`src/design/aontpg_pkg.sv`:
```
// Package with register layout, reset values and bus constants for the two-pin control block.
package aontpg_pkg;

   // ------------------------------------------------------------
   // Bus geometry
   // ------------------------------------------------------------
   localparam int unsigned ADR_W = 8;
   localparam int unsigned DATA_W = 32;
   localparam logic [7:0] CTRL_OFFSET = 8'h20;

   // ------------------------------------------------------------
   // Field layout of one pin nibble
   // ------------------------------------------------------------
   localparam int unsigned PIN_STRIDE = 4;
   localparam int unsigned FLD_LEVEL = 0;
   localparam int unsigned FLD_DRIVE = 1;
   localparam int unsigned FLD_PULL = 2;
   localparam int unsigned FLD_IN = 3;
   localparam int unsigned CTRL_W = 3;
   localparam logic [2:0] CTRL_RESET = 3'h0;

   // ------------------------------------------------------------
   // Supply monitor reset values
   // ------------------------------------------------------------
   localparam logic SUPPLY_OK_RESET = 1'h0;
   localparam logic PAD_RST_RESET = 1'h1;

endpackage

```
`src/design/aontpg_sync.sv`:
```
// Two-flop synchroniser for a group of asynchronous level inputs.
`timescale 1ns/100ps
module aontpg_sync #(
   parameter int unsigned WIDTH = 2
) (
   input wire logic clk,
   input wire logic reset,
   input wire logic [WIDTH-1:0] async_in,
   output logic [WIDTH-1:0] sync_q
);

   // ------------------------------------------------------------
   // One pair of flops per bit.
   // ------------------------------------------------------------
   generate
      if (WIDTH < 1) begin : g_bad_width
         $error("Synchroniser width must be at least one.");
      end
      for (genvar b = 0; b < WIDTH; b++) begin : g_bit
         logic meta_q;
         always_ff @(posedge clk or posedge reset) begin
            if (reset) begin
               meta_q <= 1'h0;
               sync_q[b] <= 1'h0;
            end else begin
               meta_q <= async_in[b];
               sync_q[b] <= meta_q;
            end
         end
      end
   endgenerate

endmodule

```
`src/design/aontpg_supply_reset.sv`:
```
// Supply monitor reset generator for the pad logic and the always-on register domain.
`timescale 1ns/100ps
module aontpg_supply_reset (
   input wire logic clk,
   input wire logic reset,
   input wire logic io_supply_low_ok,
   input wire logic io_supply_high_ok,
   input wire logic aon_supply_ok,
   output logic pad_rst_q,
   output logic domain_rst_q
);

   // ------------------------------------------------------------
   // Synchronise the monitor levels, then derive the resets.
   // ------------------------------------------------------------
   logic [2:0] meta_q;
   logic [2:0] ok_q;
   logic pad_rst_d;
   logic domain_rst_d;

   always_comb begin
      pad_rst_d = ~(ok_q[0] & ok_q[1]);
      domain_rst_d = ~ok_q[2];
   end

   always_ff @(posedge clk or posedge reset) begin
      if (reset) begin
         meta_q <= {3{aontpg_pkg::SUPPLY_OK_RESET}};
         ok_q <= {3{aontpg_pkg::SUPPLY_OK_RESET}};
         pad_rst_q <= aontpg_pkg::PAD_RST_RESET;
         domain_rst_q <= aontpg_pkg::PAD_RST_RESET;
      end else begin
         meta_q <= {aon_supply_ok, io_supply_high_ok, io_supply_low_ok};
         ok_q <= meta_q;
         pad_rst_q <= pad_rst_d;
         domain_rst_q <= domain_rst_d;
      end
   end

endmodule

```
`src/design/aontpg_top.sv`:
```
// Two-pin always-on pin control register with a classic Wishbone slave.
//
// The Wishbone register port was left to the implementer.
`timescale 1ns/100ps

// Operation
// Bit 7 reads the synchronised level of pin 1.
// Bit 6 enables the pin 1 pull-up; resets to 0.
// Bit 5 makes pin 1 an output; resets to 0.
// Bit 4 is the pin 1 driven level, used only while bit 5 is set.
// Bit 3 reads the synchronised level of pin 0.
// Bit 2 enables the pin 0 pull-up; resets to 0.
// Bit 1 makes pin 0 an output; resets to 0.
// Bit 0 is the pin 0 driven level, used only while bit 1 is set.
// A failing always-on supply resets every register of the domain.
// Pad logic stays in reset until both I/O supplies are good.
// A failing I/O supply forces the pad logic back into reset.
// Bits 31 to 8 read as zero and ignore writes.
// Pin levels pass two flops before reaching the status bits.
module aontpg_top #(
   parameter int unsigned PINS = 2
) (
   input wire logic clk,
   input wire logic reset,
   input wire logic wb_cyc_i,
   input wire logic wb_stb_i,
   input wire logic wb_we_i,
   input wire logic [aontpg_pkg::ADR_W-1:0] wb_adr_i,
   input wire logic [3:0] wb_sel_i,
   input wire logic [aontpg_pkg::DATA_W-1:0] wb_dat_i,
   output logic [aontpg_pkg::DATA_W-1:0] wb_dat_o,
   output logic wb_ack_o,
   input wire logic [PINS-1:0] aon_pin_in,
   output logic [PINS-1:0] aon_pin_out,
   output logic [PINS-1:0] aon_pin_oe_n,
   output logic [PINS-1:0] aon_pin_pullup,
   input wire logic io_supply_low_ok,
   input wire logic io_supply_high_ok,
   input wire logic aon_supply_ok
);

   // ------------------------------------------------------------
   // Elaboration check
   // ------------------------------------------------------------
   generate
      if (PINS < 1 || PINS > 2) begin : g_bad_pins
         $error("The control register holds one or two pins only.");
      end
   endgenerate

   // ------------------------------------------------------------
   // Declarations
   // ------------------------------------------------------------
   logic [PINS-1:0] pin_s;
   logic pad_rst;
   logic domain_rst;
   logic soft_rst;
   logic req;
   logic hit;
   logic wr_fire;
   logic ack_q;
   logic ack_d;
   logic [aontpg_pkg::DATA_W-1:0] dat_q;
   logic [aontpg_pkg::DATA_W-1:0] dat_d;
   logic [aontpg_pkg::DATA_W-1:0] rd_word;
   logic [PINS-1:0][aontpg_pkg::CTRL_W-1:0] ctrl_q;
   logic [PINS-1:0][aontpg_pkg::CTRL_W-1:0] ctrl_d;
   logic [PINS-1:0] out_q;
   logic [PINS-1:0] out_d;
   logic [PINS-1:0] oe_n_q;
   logic [PINS-1:0] oe_n_d;
   logic [PINS-1:0] pull_q;
   logic [PINS-1:0] pull_d;

   // ------------------------------------------------------------
   // Input synchroniser and supply resets
   // ------------------------------------------------------------
   aontpg_sync #(
      .WIDTH(PINS)
   ) u_pin_sync (
      .clk(clk),
      .reset(reset),
      .async_in(aon_pin_in),
      .sync_q(pin_s)
   );

   aontpg_supply_reset u_supply (
      .clk(clk),
      .reset(reset),
      .io_supply_low_ok(io_supply_low_ok),
      .io_supply_high_ok(io_supply_high_ok),
      .aon_supply_ok(aon_supply_ok),
      .pad_rst_q(pad_rst),
      .domain_rst_q(domain_rst)
   );

   assign soft_rst = pad_rst | domain_rst;

   // ------------------------------------------------------------
   // Read word assembly
   // ------------------------------------------------------------
   generate
      for (genvar p = 0; p < PINS; p++) begin : g_word
         assign rd_word[aontpg_pkg::PIN_STRIDE*p+aontpg_pkg::FLD_IN] = pin_s[p];
         assign rd_word[aontpg_pkg::PIN_STRIDE*p +: aontpg_pkg::CTRL_W] = ctrl_q[p];
      end
   endgenerate
   assign rd_word[aontpg_pkg::DATA_W-1:aontpg_pkg::PIN_STRIDE*PINS] = '0;

   // ------------------------------------------------------------
   // Wishbone slave and control register
   // ------------------------------------------------------------
   always_comb begin
      req = wb_cyc_i & wb_stb_i & ~ack_q;
      hit = wb_adr_i[aontpg_pkg::ADR_W-1:2] == aontpg_pkg::CTRL_OFFSET[aontpg_pkg::ADR_W-1:2];
      wr_fire = req & wb_we_i & hit & wb_sel_i[0];
      ack_d = req;
      dat_d = '0;
      if (req && !wb_we_i && hit) begin
         dat_d = rd_word;
      end
      ctrl_d = ctrl_q;
      if (soft_rst) begin
         ctrl_d = '0;
      end else if (wr_fire) begin
         for (int p = 0; p < PINS; p++) begin
            ctrl_d[p] = wb_dat_i[aontpg_pkg::PIN_STRIDE*p +: aontpg_pkg::CTRL_W];
         end
      end
   end

   always_ff @(posedge clk or posedge reset) begin
      if (reset) begin
         ack_q <= 1'h0;
         dat_q <= '0;
         ctrl_q <= {PINS{aontpg_pkg::CTRL_RESET}};
      end else begin
         ack_q <= ack_d;
         dat_q <= dat_d;
         ctrl_q <= ctrl_d;
      end
   end

   assign wb_ack_o = ack_q;
   assign wb_dat_o = dat_q;

   // ------------------------------------------------------------
   // Pad drivers
   // ------------------------------------------------------------
   always_comb begin
      for (int p = 0; p < PINS; p++) begin
         oe_n_d[p] = ~(ctrl_q[p][aontpg_pkg::FLD_DRIVE] & ~pad_rst);
         out_d[p] = ctrl_q[p][aontpg_pkg::FLD_LEVEL] & ~oe_n_d[p];
         pull_d[p] = ctrl_q[p][aontpg_pkg::FLD_PULL] & ~pad_rst;
      end
   end

   always_ff @(posedge clk or posedge reset) begin
      if (reset) begin
         out_q <= '0;
         oe_n_q <= '1;
         pull_q <= '0;
      end else begin
         out_q <= out_d;
         oe_n_q <= oe_n_d;
         pull_q <= pull_d;
      end
   end

   assign aon_pin_out = out_q;
   assign aon_pin_oe_n = oe_n_q;
   assign aon_pin_pullup = pull_q;

   generate
      for (genvar p = 0; p < PINS; p++) begin : g_chk

      end
   endgenerate

   generate
      for (genvar p = 0; p < PINS; p++) begin : g_port_chk

      end
   endgenerate
endmodule

```
`config.mk`:
```
export PLATFORM = sky130hd
export DESIGN_NAME = aontpg_top
export DESIGN_NICKNAME = d
export VERILOG_FILES = /design/src/design/aontpg_pkg.sv /design/src/design/aontpg_sync.sv /design/src/design/aontpg_supply_reset.sv /design/src/design/aontpg_top.sv
export SDC_FILE = /design/constraint.sdc
export NUM_CORES = 1
export LEC_CHECK = 0
export BUFFER_PORTS_ARGS = -buffer_cell sky130_fd_sc_hd__buf_2
export CORE_MARGIN = 4
export CORE_UTILIZATION = 37
export CTS_BUF_LIST = sky130_fd_sc_hd__clkbuf_2
export DETAILED_ROUTE_END_ITERATION = 12
export PLACE_DENSITY_LB_ADDON = 0.08
export RECOVER_POWER = 100
export SLEW_MARGIN = 15
export SYNTH_ARGS = -nofsm -noshare
export SYNTH_HDL_FRONTEND = slang
export SYNTH_SLANG_ARGS = --single-unit
```
`constraint.sdc`:
```
create_clock -name clk -period 1.3 [get_ports clk]
set_input_delay 0.065 -clock clk [delete_from_list [all_inputs] [get_ports clk]]
set_output_delay 0.065 -clock clk [all_outputs]
set_load 0.1 [all_outputs]
```
Word level (Yosys, flattened, before mapping)
Index checks and enable logic that the tools add are counted.
{ "classes": {"n_reduce_logical": 4, "bitwise": 19, "n_mux": 3, "eq_ne": 1} }
{ "op_table": {"columns": ["cell", "n"], "rows": [
  ["$and 1x1->1", 12],
  ["$mux 6", 2],
  ["$mux 8", 1],
  ["$eq 6x4->1 const B", 1],
  ["$not 1->1", 6],
  ["$logic_and 1x1->1", 2],
  ["$reduce_bool 2->1", 1],
  ["$logic_not 1->1", 1],
  ["$or 1x1->1", 1]
]} }
{ "word_totals": {"out_inout_bits": 39, "input_bits": 54, "regBits": 57} }

Longest topological paths before layout
Gate-level depths: netlist of run 1.
{ "depth": {"ltp_word": 7, "depth_mapped": 4} }

Cells and area by module
A second synthesis of run 1 with hierarchy kept.
{ "hier_totals": {"hier_cells": 106, "area_unflattened_um2": 1305.0} }
{ "modules_own_cells": {"columns": ["mod", "n_inst", "cells_each", "seq_area_each_um2", "area_each_um2"], "rows": [
  ["aontpg_top", 1, 90, 528.0, 987.2],
  ["aontpg_supply_reset", 1, 11, 202.7, 214.0],
  ["aontpg_sync", 1, 5, 100.1, 103.8]
]} }

Least setup slack after synthesis of run 1
No wires, ideal clock.
{ "synth_path": {"path_type": "reg2reg", "startpoint": "register ack_q, in the netlist wb_ack_o", "endpoint": "register ctrl_q[0] (netlist name)", "setup_slack_ps": -489, "setup_ps": 79, "arrival_ps": 1709, "t_required_ps": 1221, "n_path_buf": 0, "stages_incl_launch_ff": 4, "cell_sequence": "dfrtp_1 > nand3b_1 > nor4_4 > mux2i_1"} }
{ "synth_via": {"elab_chain_cells": 6} }
{ "synth_lines": {"columns": ["item", "line", "text"], "rows": [
  ["start, declared", "aontpg_top.sv:61", "logic ack_q;"],
  ["start signal, assigned", "aontpg_top.sv:138", "ack_q <= ack_d;"],
  ["$not 1->1", "aontpg_top.sv:114", "req = wb_cyc_i & wb_stb_i & ~ack_q;"],
  ["$and 1x1->1", "aontpg_top.sv:114", null],
  ["$and 1x1->1 (3 in series)", "aontpg_top.sv:116", "wr_fire = req & wb_we_i & hit & wb_sel_i[0];"],
  ["$reduce_bool 2->1 (no line)", null, null],
  ["end signal, assigned", "aontpg_top.sv:136", "ctrl_q <= {PINS{aontpg_pkg::CTRL_RESET}};"],
  ["end signal, assigned", "aontpg_top.sv:140", "ctrl_q <= ctrl_d;"],
  ["end, declared", "aontpg_top.sv:66", "logic [PINS-1:0][aontpg_pkg::CTRL_W-1:0] ctrl_q;"]
]} }
No other way between the ends.
A chain may end at the register's enable or synchronous reset.

Final worst setup path of run 1
{ "layout_path": {"startpoint": "register ack_q, in the netlist wb_ack_o", "endpoint": "register ctrl_q[2] (netlist name)"} }
Same word-level chain as after synthesis.

==> out/results.txt, run 1 <==
status -> finished, violations left
failing checks -> negative setup slack
Mapped Area -> 0.00130 sq mm
clock tree buffer depth -> 2
Core ar. -> 0.00336 sq mm
FILL cells -> 322
worst min-delay path class -> input port to flop
DRC errors left -> 0
CP Launch Type -> flop
Max IR drop VDD -> 0.000573 V
final instance area -> 0.00169 sq mm
most frequent cells in the layout -> buf_2 (35), dfrtp_1 (28), conb_1 (24), nand2_1 (14), dlygate4sd3_1 (12)
Overall Global Routing Usage -> 0.106
worst path arrival time -> 1640 ps
Routability Congestion -> 0.673
# IOs -> 93
Starting Density -> 0.386
Yosys warnings -> 0
n_diodes -> 0
setup ws final -> -58.7 ps
share of layout cells above drive strength 1 -> 0.370
CP Data Required Time -> 1580 ps
largest net degree at the start of global routing -> 23
DP Wirelength -> 1560 microns
Vias -> 806
die area -> 0.00452 sq mm
initial antenna violation count -> 0
minimum clock period -> 1360 ps
placed inst area -> 0.00151 sq mm
M2 GR Usage -> 0.166
Pins Over Slew Limit -> 0
Power Density -> 1150 mW/mm^2
Via density -> 3.82
RSZ-0062 raised after global routing -> true
vias in the first global route -> 769
die width -> 67.2 microns
Clock Latency Late Sink -> 360 ps
Die Span Y -> 67.2 microns
clock-pin slew of the registers on the worst-case setup and hold paths -> 160 ps
Post-DRT Antenna Nets -> 0
PortBufs -> 37
Setup CP Type -> flop to flop
drt first pass iters -> 4
CTS Sinks -> 33
M1 GR Usage -> 0.110
starting DRC count in detailed routing -> 11
Total Power Consumption -> 1.93 mW
Seq cells post-synth -> 33
Max-cap violations -> 0
Hold Vio Cnt, Final -> 0
setup violators final -> 6
drt total wl -> 2120 microns
synth top area cells -> dfrtp_1 (56%), buf_4 (14%), dfstp_2 (8.1%), mux2i_1 (4.6%), nand2_1 (4.1%)
# nets final -> 218
CTS Buf Count -> 5
Fmax -> 736 MHz
register-to-register path setup slack -> -60 ps
crit share post-route -> 1.05
dpl cells -> 189
Worst Path Max Fanout -> 6
H-tree Lvls -> 2
register area share after synthesis -> 0.640
mean post-synth cell area -> 12.5 sq um
Root Buffer -> clkbuf_2
Cell Rows -> 21
most common cell after layout, fill and taps aside -> buf_2
gr ovfl total -> 0
Cell Count, Final, Fillers Out -> 211
CP endpoint kind -> flop
Area growth syn-to-layout -> 30.0%
Leak -> 0.878 nW
Setup Skew -> 16.8 ps
Worst Max-Slew Pin Slew -> 518 ps
Yosys top cell by area -> dfrtp_1
Synth Instances -> 104
area share of the largest cell type after synthesis -> 0.559
WL per Instance -> 10.1 microns
gr busiest metal -> met2
first-pass GRT wire length -> 3350 microns
TritonCTS clock tree -> done
Netlist cell types -> 17
Max transition margin -> 0.655
Setup WS pre-CTS -> -174 ps
Global Route met3 Usage -> 0.0483
==> cell families after synthesis <==
group	Yosys count	synth area share
buffers and inverters	30	0.156
flip-flops	33	0.640
multiplexers	6	0.0463
other	1	0.00289
AND/OR/NAND/NOR	34	0.154
==> layout make-up <==
type / count / area, sq um / share of cell area
inverter: 5 / 18.8 / 0.0111
multi-input combinational: 64 / 358 / 0.212
clock buffer: 7 / 35.0 / 0.0208
timing repair buffer: 55 / 379 / 0.225
sequential: 33 / 835 / 0.495
clock inverter: 1 / 3.75 / 0.00223
tap: 46 / 57.6 / 0.0341
==> final timing paths <==
kind,endpoint,cells past startpoint,start
min in group asynchronous,ctrl_q[4],4,reset
hold reg to reg,u_pin_sync.sync_q[1],0,u_pin_sync.g_bit[1].meta_q
max in group asynchronous,wb_dat_o[3],5,reset
hold / removal,wb_dat_o[5],4,wb_we_i
setup reg to reg,ctrl_q[2],4,wb_ack_o
setup / recovery,ctrl_q[2],4,wb_ack_o
==> critical path: stages (launching register included) <==
cell      delay [ps]
dfrtp_4          490
nand3b_1         260
nor4_4           200
buf_6            170
mux2i_1          170
==> routing by layer <==
layer,share of wire,up-vias
li1,-,393
met4,0.029,0
met1,0.41,373
met3,0.082,7
met2,0.48,33
met5,0,-
==> synthesized netlist by cell type <==
cell      number
mux2i_1        6
nand3b_1       1
inv_1          5
nor4_2         1
nor2b_1        2
nand2b_1       2
and2_1         8
buf_4         24
conb_1         1
or4b_4         1
clkbuf_1       1
nor2_1         3
dfrtp_1       29
nor4_4         1
or2_2          1
nand2_1       14
dfstp_2        4
==> registers in the layout (all words and copies together) (netlist names) <==
name and flops:
u_supply.pad_rst_q 1, u_pin_sync.g_bit.meta_q 2, wb_ack_o 1, aon_pin_pullup 2, wb_dat_o 8, aon_pin_oe_n 2, u_supply.domain_rst_q 1, aon_pin_out 2
ctrl_q 6, u_supply.meta_q 3, u_supply.ok_q 3, u_pin_sync.sync_q 2
==> where the power goes <==
| part | switching (mW) | leakage (nW) | internal [mW] |
|---|---|---|---|
| Combinational | 0.362 | 0.427 | 0.0615 |
| Clock | 0.310 | 0.0306 | 0.144 |
| Sequential | 0.00711 | 0.421 | 1.05 |
| Total | 0.679 | 0.878 | 1.26 |
==> what timing repair did <==
action                                 4_1_cts  5_1_grt
resized for setup                            1        3
endpoints found under the hold margin       44        0
pin swaps                                    0        3
buffers inserted                             1        1
setup endpoints to repair                    6       15
hold buffers                                12        0
==> per-stage QoR <==
step	util	TNS (ps)	hold slack, ps
after detailed placement	0.448	-1200	107
after global placement	0.448	-924	115
after CTS	0.499	-329	134
final	0.501	-307	139
after global routing	0.501	-1160	111
after floorplan	-	-2720	96.4
No activity file was read; power rests on OpenSTA's default activity.
==> run 2: changes to the inputs <==
--- a/config.mk
+++ b/config.mk
@@ -6,6 +6,7 @@
 export NUM_CORES = 1
 export LEC_CHECK = 0
 export BUFFER_PORTS_ARGS = -buffer_cell sky130_fd_sc_hd__buf_2
+export CORE_ASPECT_RATIO = 1.2
 export CORE_MARGIN = 4
 export CORE_UTILIZATION = 37
 export CTS_BUF_LIST = sky130_fd_sc_hd__clkbuf_2
==> run 2 against run 1 <==
Effect of this change:
- the flow still finishes with violations (negative setup slack)
- global-route usage fell by 0.21 points
- critical path depth did not move
- non-clock buffer count fell by 3
- sequential share of layout area rose by 1.2 points
- final cell count fell by 5.7%
- wire length fell by 3.2%
- clock-buffer cell count fell by 1
- fmax barely moved
- critical path type unchanged
- critical endpoint unchanged
==> out/results.txt, run 2 (synthesis results as in run 1) <==
M1 GR Usage -> 0.110 (-0.000301)
Overall Global Routing Usage -> 0.104 (-0.00215)
die width -> 62.1 microns (-7.7%)
DRC errors left -> 0 (unchanged)
CP Data Required Time -> 1570 ps (about the same)
Hold WS -> 71.5 ps (-67.5 ps)
CTS Sinks -> 33 (unchanged)
vias in the first global route -> 775 (+0.78%)
FF-to-FF End -> ctrl_q[2]
Post-CTS Setup Inserts -> 0 (-1)
M2 GR Usage -> 0.171 (+0.00486)
most common cell after layout, fill and taps aside -> buf_2
Pins Over Slew Limit -> 0 (unchanged)
FILL cells -> 324 (+0.62%)
Starting Density -> 0.385 (-0.000430)
final instance area -> 0.00165 sq mm (-2.3%)
starting DRC count in detailed routing -> 25 (+14)
Vias -> 788 (-2.2%)
die area -> 0.00452 sq mm (about the same)
gr ovfl total -> 0 (unchanged)
failing checks -> negative setup slack
setup violators final -> 6 (unchanged)
Largest register FFs -> 8 (unchanged)
TritonCTS clock tree -> done
Core ar. -> 0.00337 sq mm (+0.11%)
Setup Skew -> 5.90 ps (-10.9 ps)
Routability Congestion -> 0.663 (-1.4%)
Fmax -> 736 MHz (about the same)
status -> finished, violations left
Clock Latency Late Sink -> 340 ps (-20 ps)
Multi-input gate area -> 358 sq um (unchanged)
Worst Max-Slew Pin Slew -> 761 ps (+243 ps)
clock-pin slew of the registers on the worst-case setup and hold paths -> 160 ps (about the same)
drt total wl -> 2050 microns (-3.2%)
CTS Buf Count -> 5 (unchanged)
worst reg2reg path depth -> 4 (unchanged)
gr busiest metal -> met2
Max IR drop VDD -> 0.000892 V (+56%)
Leak -> 0.862 nW (-1.9%)
Worst setup endpoint -> ctrl_q[2]
Power Density -> 1170 mW/mm^2 (+1.9%)
Root Buffer -> clkbuf_2
share of layout cells above drive strength 1 -> 0.364 (-0.00550)
Post-DRT Antenna Nets -> 0 (unchanged)
CP endpoint kind -> flop
setup ws final -> -59.6 ps (-0.940 ps)
CP Launch Point -> wb_ack_o
Storage cell area -> 835 sq um (unchanged)
worst min-delay path class -> input port to flop
first-pass GRT wire length -> 3360 microns (+0.42%)
register-to-register path setup slack -> -60 ps (about the same)
Die Span Y -> 72.9 microns (+8.4%)
Max-cap violations -> 0 (unchanged)
Area growth syn-to-layout -> 27.0%
placed inst area -> 0.00147 sq mm (-2.2%)
n_diodes -> 0 (unchanged)
initial antenna violation count -> 0 (unchanged)
crit share post-route -> 1.05 (about the same)
RSZ-0062 raised after global routing -> true
Hold Vio Cnt, Final -> 0 (unchanged)
# nets final -> 215 (-1.4%)
# IOs -> 93 (unchanged)
largest net degree at the start of global routing -> 34 (+48%)
drt first pass iters -> 4 (unchanged)
WL per Instance -> 10.3 microns (+2.6%)
clock tree buffer depth -> 2 (unchanged)
most frequent cells in the layout -> buf_2 (33), dfrtp_1 (28), conb_1 (24), nand2_1 (14), dlygate4sd3_1 (12)
PortBufs -> 37 (unchanged)
Cell Rows -> 23 (+9.5%)
DP Wirelength -> 1570 microns (+0.48%)
minimum clock period -> 1360 ps (+0.940 ps)
Global Route met3 Usage -> 0.0531 (+0.00484)
CP Launch Type -> flop
Worst Path Max Fanout -> 6 (unchanged)
Setup CP Type -> flop to flop
H-tree Lvls -> 2 (unchanged)
Max transition margin -> 0.493 (-0.162)
Setup WS pre-CTS -> -163 ps (+11.8 ps)
Via density -> 3.96 (+3.7%)
worst path arrival time -> 1630 ps (about the same)
Reg2Reg Launch Point -> wb_ack_o
==> run 2: what timing repair did <==
item,4_1_cts,5_1_grt
setup endpoints to repair,8,16
pin swaps,0,3
hold endpoints to repair,40,0
gates resized for setup,3,3
hold buffers,12,0
==> run 2: metrics by stage <==
| step | power (mW) | TNS, ps | std cells | utilization |
|---|---|---|---|---|
| final | 1.93 | -285 | 199 | 0.489 |
| after global routing | 2.02 | -1930 | 199 | 0.489 |
| after CTS | 1.96 | -389 | 199 | 0.488 |
| after detailed placement | 1.47 | -1010 | 179 | 0.437 |
| after global placement | 1.46 | -892 | 179 | 0.437 |
| after floorplan | 1.48 | -2720 | 127 | - |
==> run 2: worst min-delay path by stage <==
| stage | startpoint | cells after the start | to | slack [ps] |
|---|---|---|---|---|
| 2_1_floorplan | aon_pin_in[0] | 0 | u_pin_sync.g_bit[0].meta_q | 100 |
| 3_3_place_gp | reset | 3 | wb_dat_o[3] | 160 |
| 3_5_place_dp | reset | 3 | wb_dat_o[3] | 170 |
| 4_1_cts | wb_stb_i | 3 | wb_ack_o | 30 |
| 5_1_grt | wb_stb_i | 3 | wb_ack_o | 50 |
| 6_report | wb_cyc_i | 3 | wb_ack_o | 70 |
==> run 2: final cells by class <==
class,count,share of cell area
Sequential cell,33,0.506
Multi-Input combinational cell,64,0.217
Timing Repair Buffer,52,0.213
Tap cell,37,0.0281
Clock buffer,6,0.0182
Inverter,5,0.0114
Clock inverter,2,0.00607
==> run 2: power breakdown <==
| part | switching, mW | total, mW | internal (mW) | leakage, nW |
|---|---|---|---|---|
| logic | 0.360 | 0.417 | 0.0563 | 0.409 |
| clock network | 0.315 | 0.451 | 0.136 | 0.0327 |
| registers | 0.00670 | 1.06 | 1.05 | 0.420 |
==> run 2: worst max-delay path, cell delays in order, from the launching register on <==
cell and delay (ps):
dfrtp_4 500, nand3b_1 250, nor4_4 190, buf_6 170, mux2i_1 190
==> run 2: routing by layer <==
layer / vias to the layer above / wire length, microns
li1: 386 / -
met5: - / 0
met2: 35 / 1070
met3: 4 / 208
met1: 363 / 752
met4: 0 / 27
==> run 3: changes to the inputs <==
--- a/config.mk
+++ b/config.mk
@@ -6,7 +6,7 @@
 export NUM_CORES = 1
 export LEC_CHECK = 0
 export BUFFER_PORTS_ARGS = -buffer_cell sky130_fd_sc_hd__buf_2
-export CORE_ASPECT_RATIO = 1.2
+export CORE_ASPECT_RATIO = 1.4
 export CORE_MARGIN = 4
 export CORE_UTILIZATION = 37
 export CTS_BUF_LIST = sky130_fd_sc_hd__clkbuf_2
==> run 3 against run 2 <==
Effect of this change:
- the run still ends with negative setup slack left
- global-route usage rose by 0.30 points
- critical path depth rose by 1
- setup slack got worse by 13 ps
- clock power rose by 52%
- largest cell class unchanged
==> out/results.txt, run 3 (synthesis results as in run 1) <==
status -> finished, violations left
failing checks -> negative setup slack
Multi-input gate area -> 355 sq um (-0.70%)
CTS Buf Count -> 5 (unchanged)
Cell Rows -> 25 (+8.7%)
Setup Skew -> 15.3 ps (+9.36 ps)
Finished Core Util -> 0.503 (+0.0136)
most common cell after layout, fill and taps aside -> buf_2
Power Density -> 1280 mW/mm^2 (+9.3%)
CTS Sinks -> 33 (unchanged)
# IOs -> 93 (unchanged)
Overall Global Routing Usage -> 0.107 (+0.00302)
TritonCTS clock tree -> done
# nets final -> 218 (+1.4%)
setup ws final -> -72.5 ps (-12.9 ps)
minimum clock period -> 1370 ps (+12.9 ps)
Setup WS pre-CTS -> -187 ps (-24.7 ps)
WL per Instance -> 10.4 microns (+0.57%)
first-pass GRT wire length -> 3530 microns (+5.1%)
P_int -> 1.44 mW (+16%)
Max IR drop VDD -> 0.000943 V (+5.8%)
CP Launch Type -> flop
die width -> 58.1 microns (-6.5%)
Storage cell area -> 835 sq um (unchanged)
Pins Over Slew Limit -> 0 (unchanged)
setup TNS -> -583 ps (-298 ps)
worst min-delay path class -> input port to flop
Worst Max-Slew Pin Slew -> 779 ps (+18.1 ps)
Switching Share -> 0.336 (-0.0189)
Die Span Y -> 78.1 microns (+7.1%)
Core ar. -> 0.00338 sq mm (+0.33%)
Vias -> 820 (+4.1%)
sequential share of power -> 0.488 (-0.061)
Sw Pwr -> 0.728 mW (+6.7%)
vias in the first global route -> 831 (+7.2%)
setup violators final -> 12 (+6)
Comb pwr share -> 0.195 (-0.021)
Fmax -> 729 MHz (-0.94%)
share of layout cells above drive strength 1 -> 0.370 (+0.00550)
CP endpoint kind -> flop
Area growth syn-to-layout -> 31.0%
drt total wl -> 2130 microns (+3.6%)
Cell Count, Final, Fillers Out -> 205 (+3.0%)
die area -> 0.00453 sq mm (+0.21%)
Largest register FFs -> 8 (unchanged)
starting DRC count in detailed routing -> 19 (-24%)
Post-DRT Antenna Nets -> 0 (unchanged)
largest net degree at the start of global routing -> 34 (unchanged)
clock tree buffer depth -> 2 (unchanged)
DP Wirelength -> 1570 microns (-0.16%)
CP Data Required Time -> 1630 ps (+60 ps)
Clock Latency Late Sink -> 380 ps (+40 ps)
Hold Vio Cnt, Final -> 0 (unchanged)
Via density -> 4.00 (+1.0%)
gr ovfl total -> 0 (unchanged)
worst path arrival time -> 1700 ps (+70 ps)
H-tree Lvls -> 2 (unchanged)
RSZ-0062 raised after global routing -> true
Max-cap violations -> 0 (unchanged)
final instance area -> 0.00170 sq mm (+3.1%)
n_diodes -> 0 (unchanged)
dpl cells -> 183 (+2.2%)
Root Buffer -> clkbuf_2
placed inst area -> 0.00147 sq mm (-0.25%)
Clk pwr share -> 0.317 (+0.083)
clock-pin slew of the registers on the worst-case setup and hold paths -> 170 ps (about the same)
Max transition margin -> 0.481 (-0.0121)
Worst Path Max Fanout -> 8 (+2)
Leak -> 0.875 nW (+1.5%)
drt first pass iters -> 3 (-1)
FILL cells -> 334 (+3.1%)
most frequent cells in the layout -> buf_2 (33), dfrtp_1 (28), conb_1 (24), nand2_1 (14), dlygate4sd3_1 (12)
crit share post-route -> 1.06 (+0.00990)
Starting Density -> 0.384 (-0.00128)
initial antenna violation count -> 0 (unchanged)
PortBufs -> 37 (unchanged)
DRC errors left -> 0 (unchanged)
Routability Congestion -> 0.656 (-1.0%)
Setup CP Type -> flop to flop
## run 3: layout make-up
type                    count  share of cell area
flip-flops and latches     33               0.491
inverters                   5              0.0110
clock inverters             3              0.0272
clock buffers               5              0.0147
multi-input cells          64               0.209
repair buffers             55               0.217
well taps                  40              0.0295
## run 3: power by group through the flow
stage	sequential (mW)	clock (mW)	combinational, mW
2_1_floorplan	1.09	0	0.390
3_3_place_gp	1.08	0	0.390
3_5_place_dp	1.08	0	0.393
4_1_cts	1.06	0.713	0.425
5_1_grt	1.06	0.778	0.443
6_report	1.06	0.687	0.424
## run 3: worst max-delay path, stage by stage (launching register included)
cell	delay, ps
dfrtp_4	510
nand3b_1	220
buf_4	170
nor4_2	120
buf_4	180
and2_4	130
## run 3: worst paths after layout
check	startpoint	end	slack, ps	cells past startpoint
min in group asynchronous	reset	u_supply.ok_q[2]	420	4
hold reg to reg	u_pin_sync.g_bit[0].meta_q	u_pin_sync.sync_q[0]	370	0
setup / recovery	wb_ack_o	wb_dat_o[0]	-70	5
hold / removal	wb_we_i	wb_dat_o[0]	130	4
setup reg to reg	wb_ack_o	wb_dat_o[0]	-70	5
max in group asynchronous	reset	wb_ack_o	300	4
## run 3: per-stage QoR
step                      power [mW]  hold WS, ps
after floorplan                 1.48         96.4
after global placement          1.47          161
final                           2.17          125
after CTS                       2.20          111
after global routing            2.28         64.0
after detailed placement        1.47          173
## run 3: per-layer routing
metal / GRT usage / part of all wire / up-vias
li1: - / - / 390
met1: 0.0913 / 0.31 / 388
met2: 0.196 / 0.57 / 37
met3: 0.0576 / 0.099 / 5
met4: 0.0487 / 0.023 / 0
met5: 0 / 0 / -
## run 3: what timing repair did
item,in CTS,in global routing
hold buffers,12,0
pin swaps,3,1
endpoints found under the setup margin,10,19
setup buffers,2,0
resized for setup,4,5
endpoints found under the hold margin,40,0
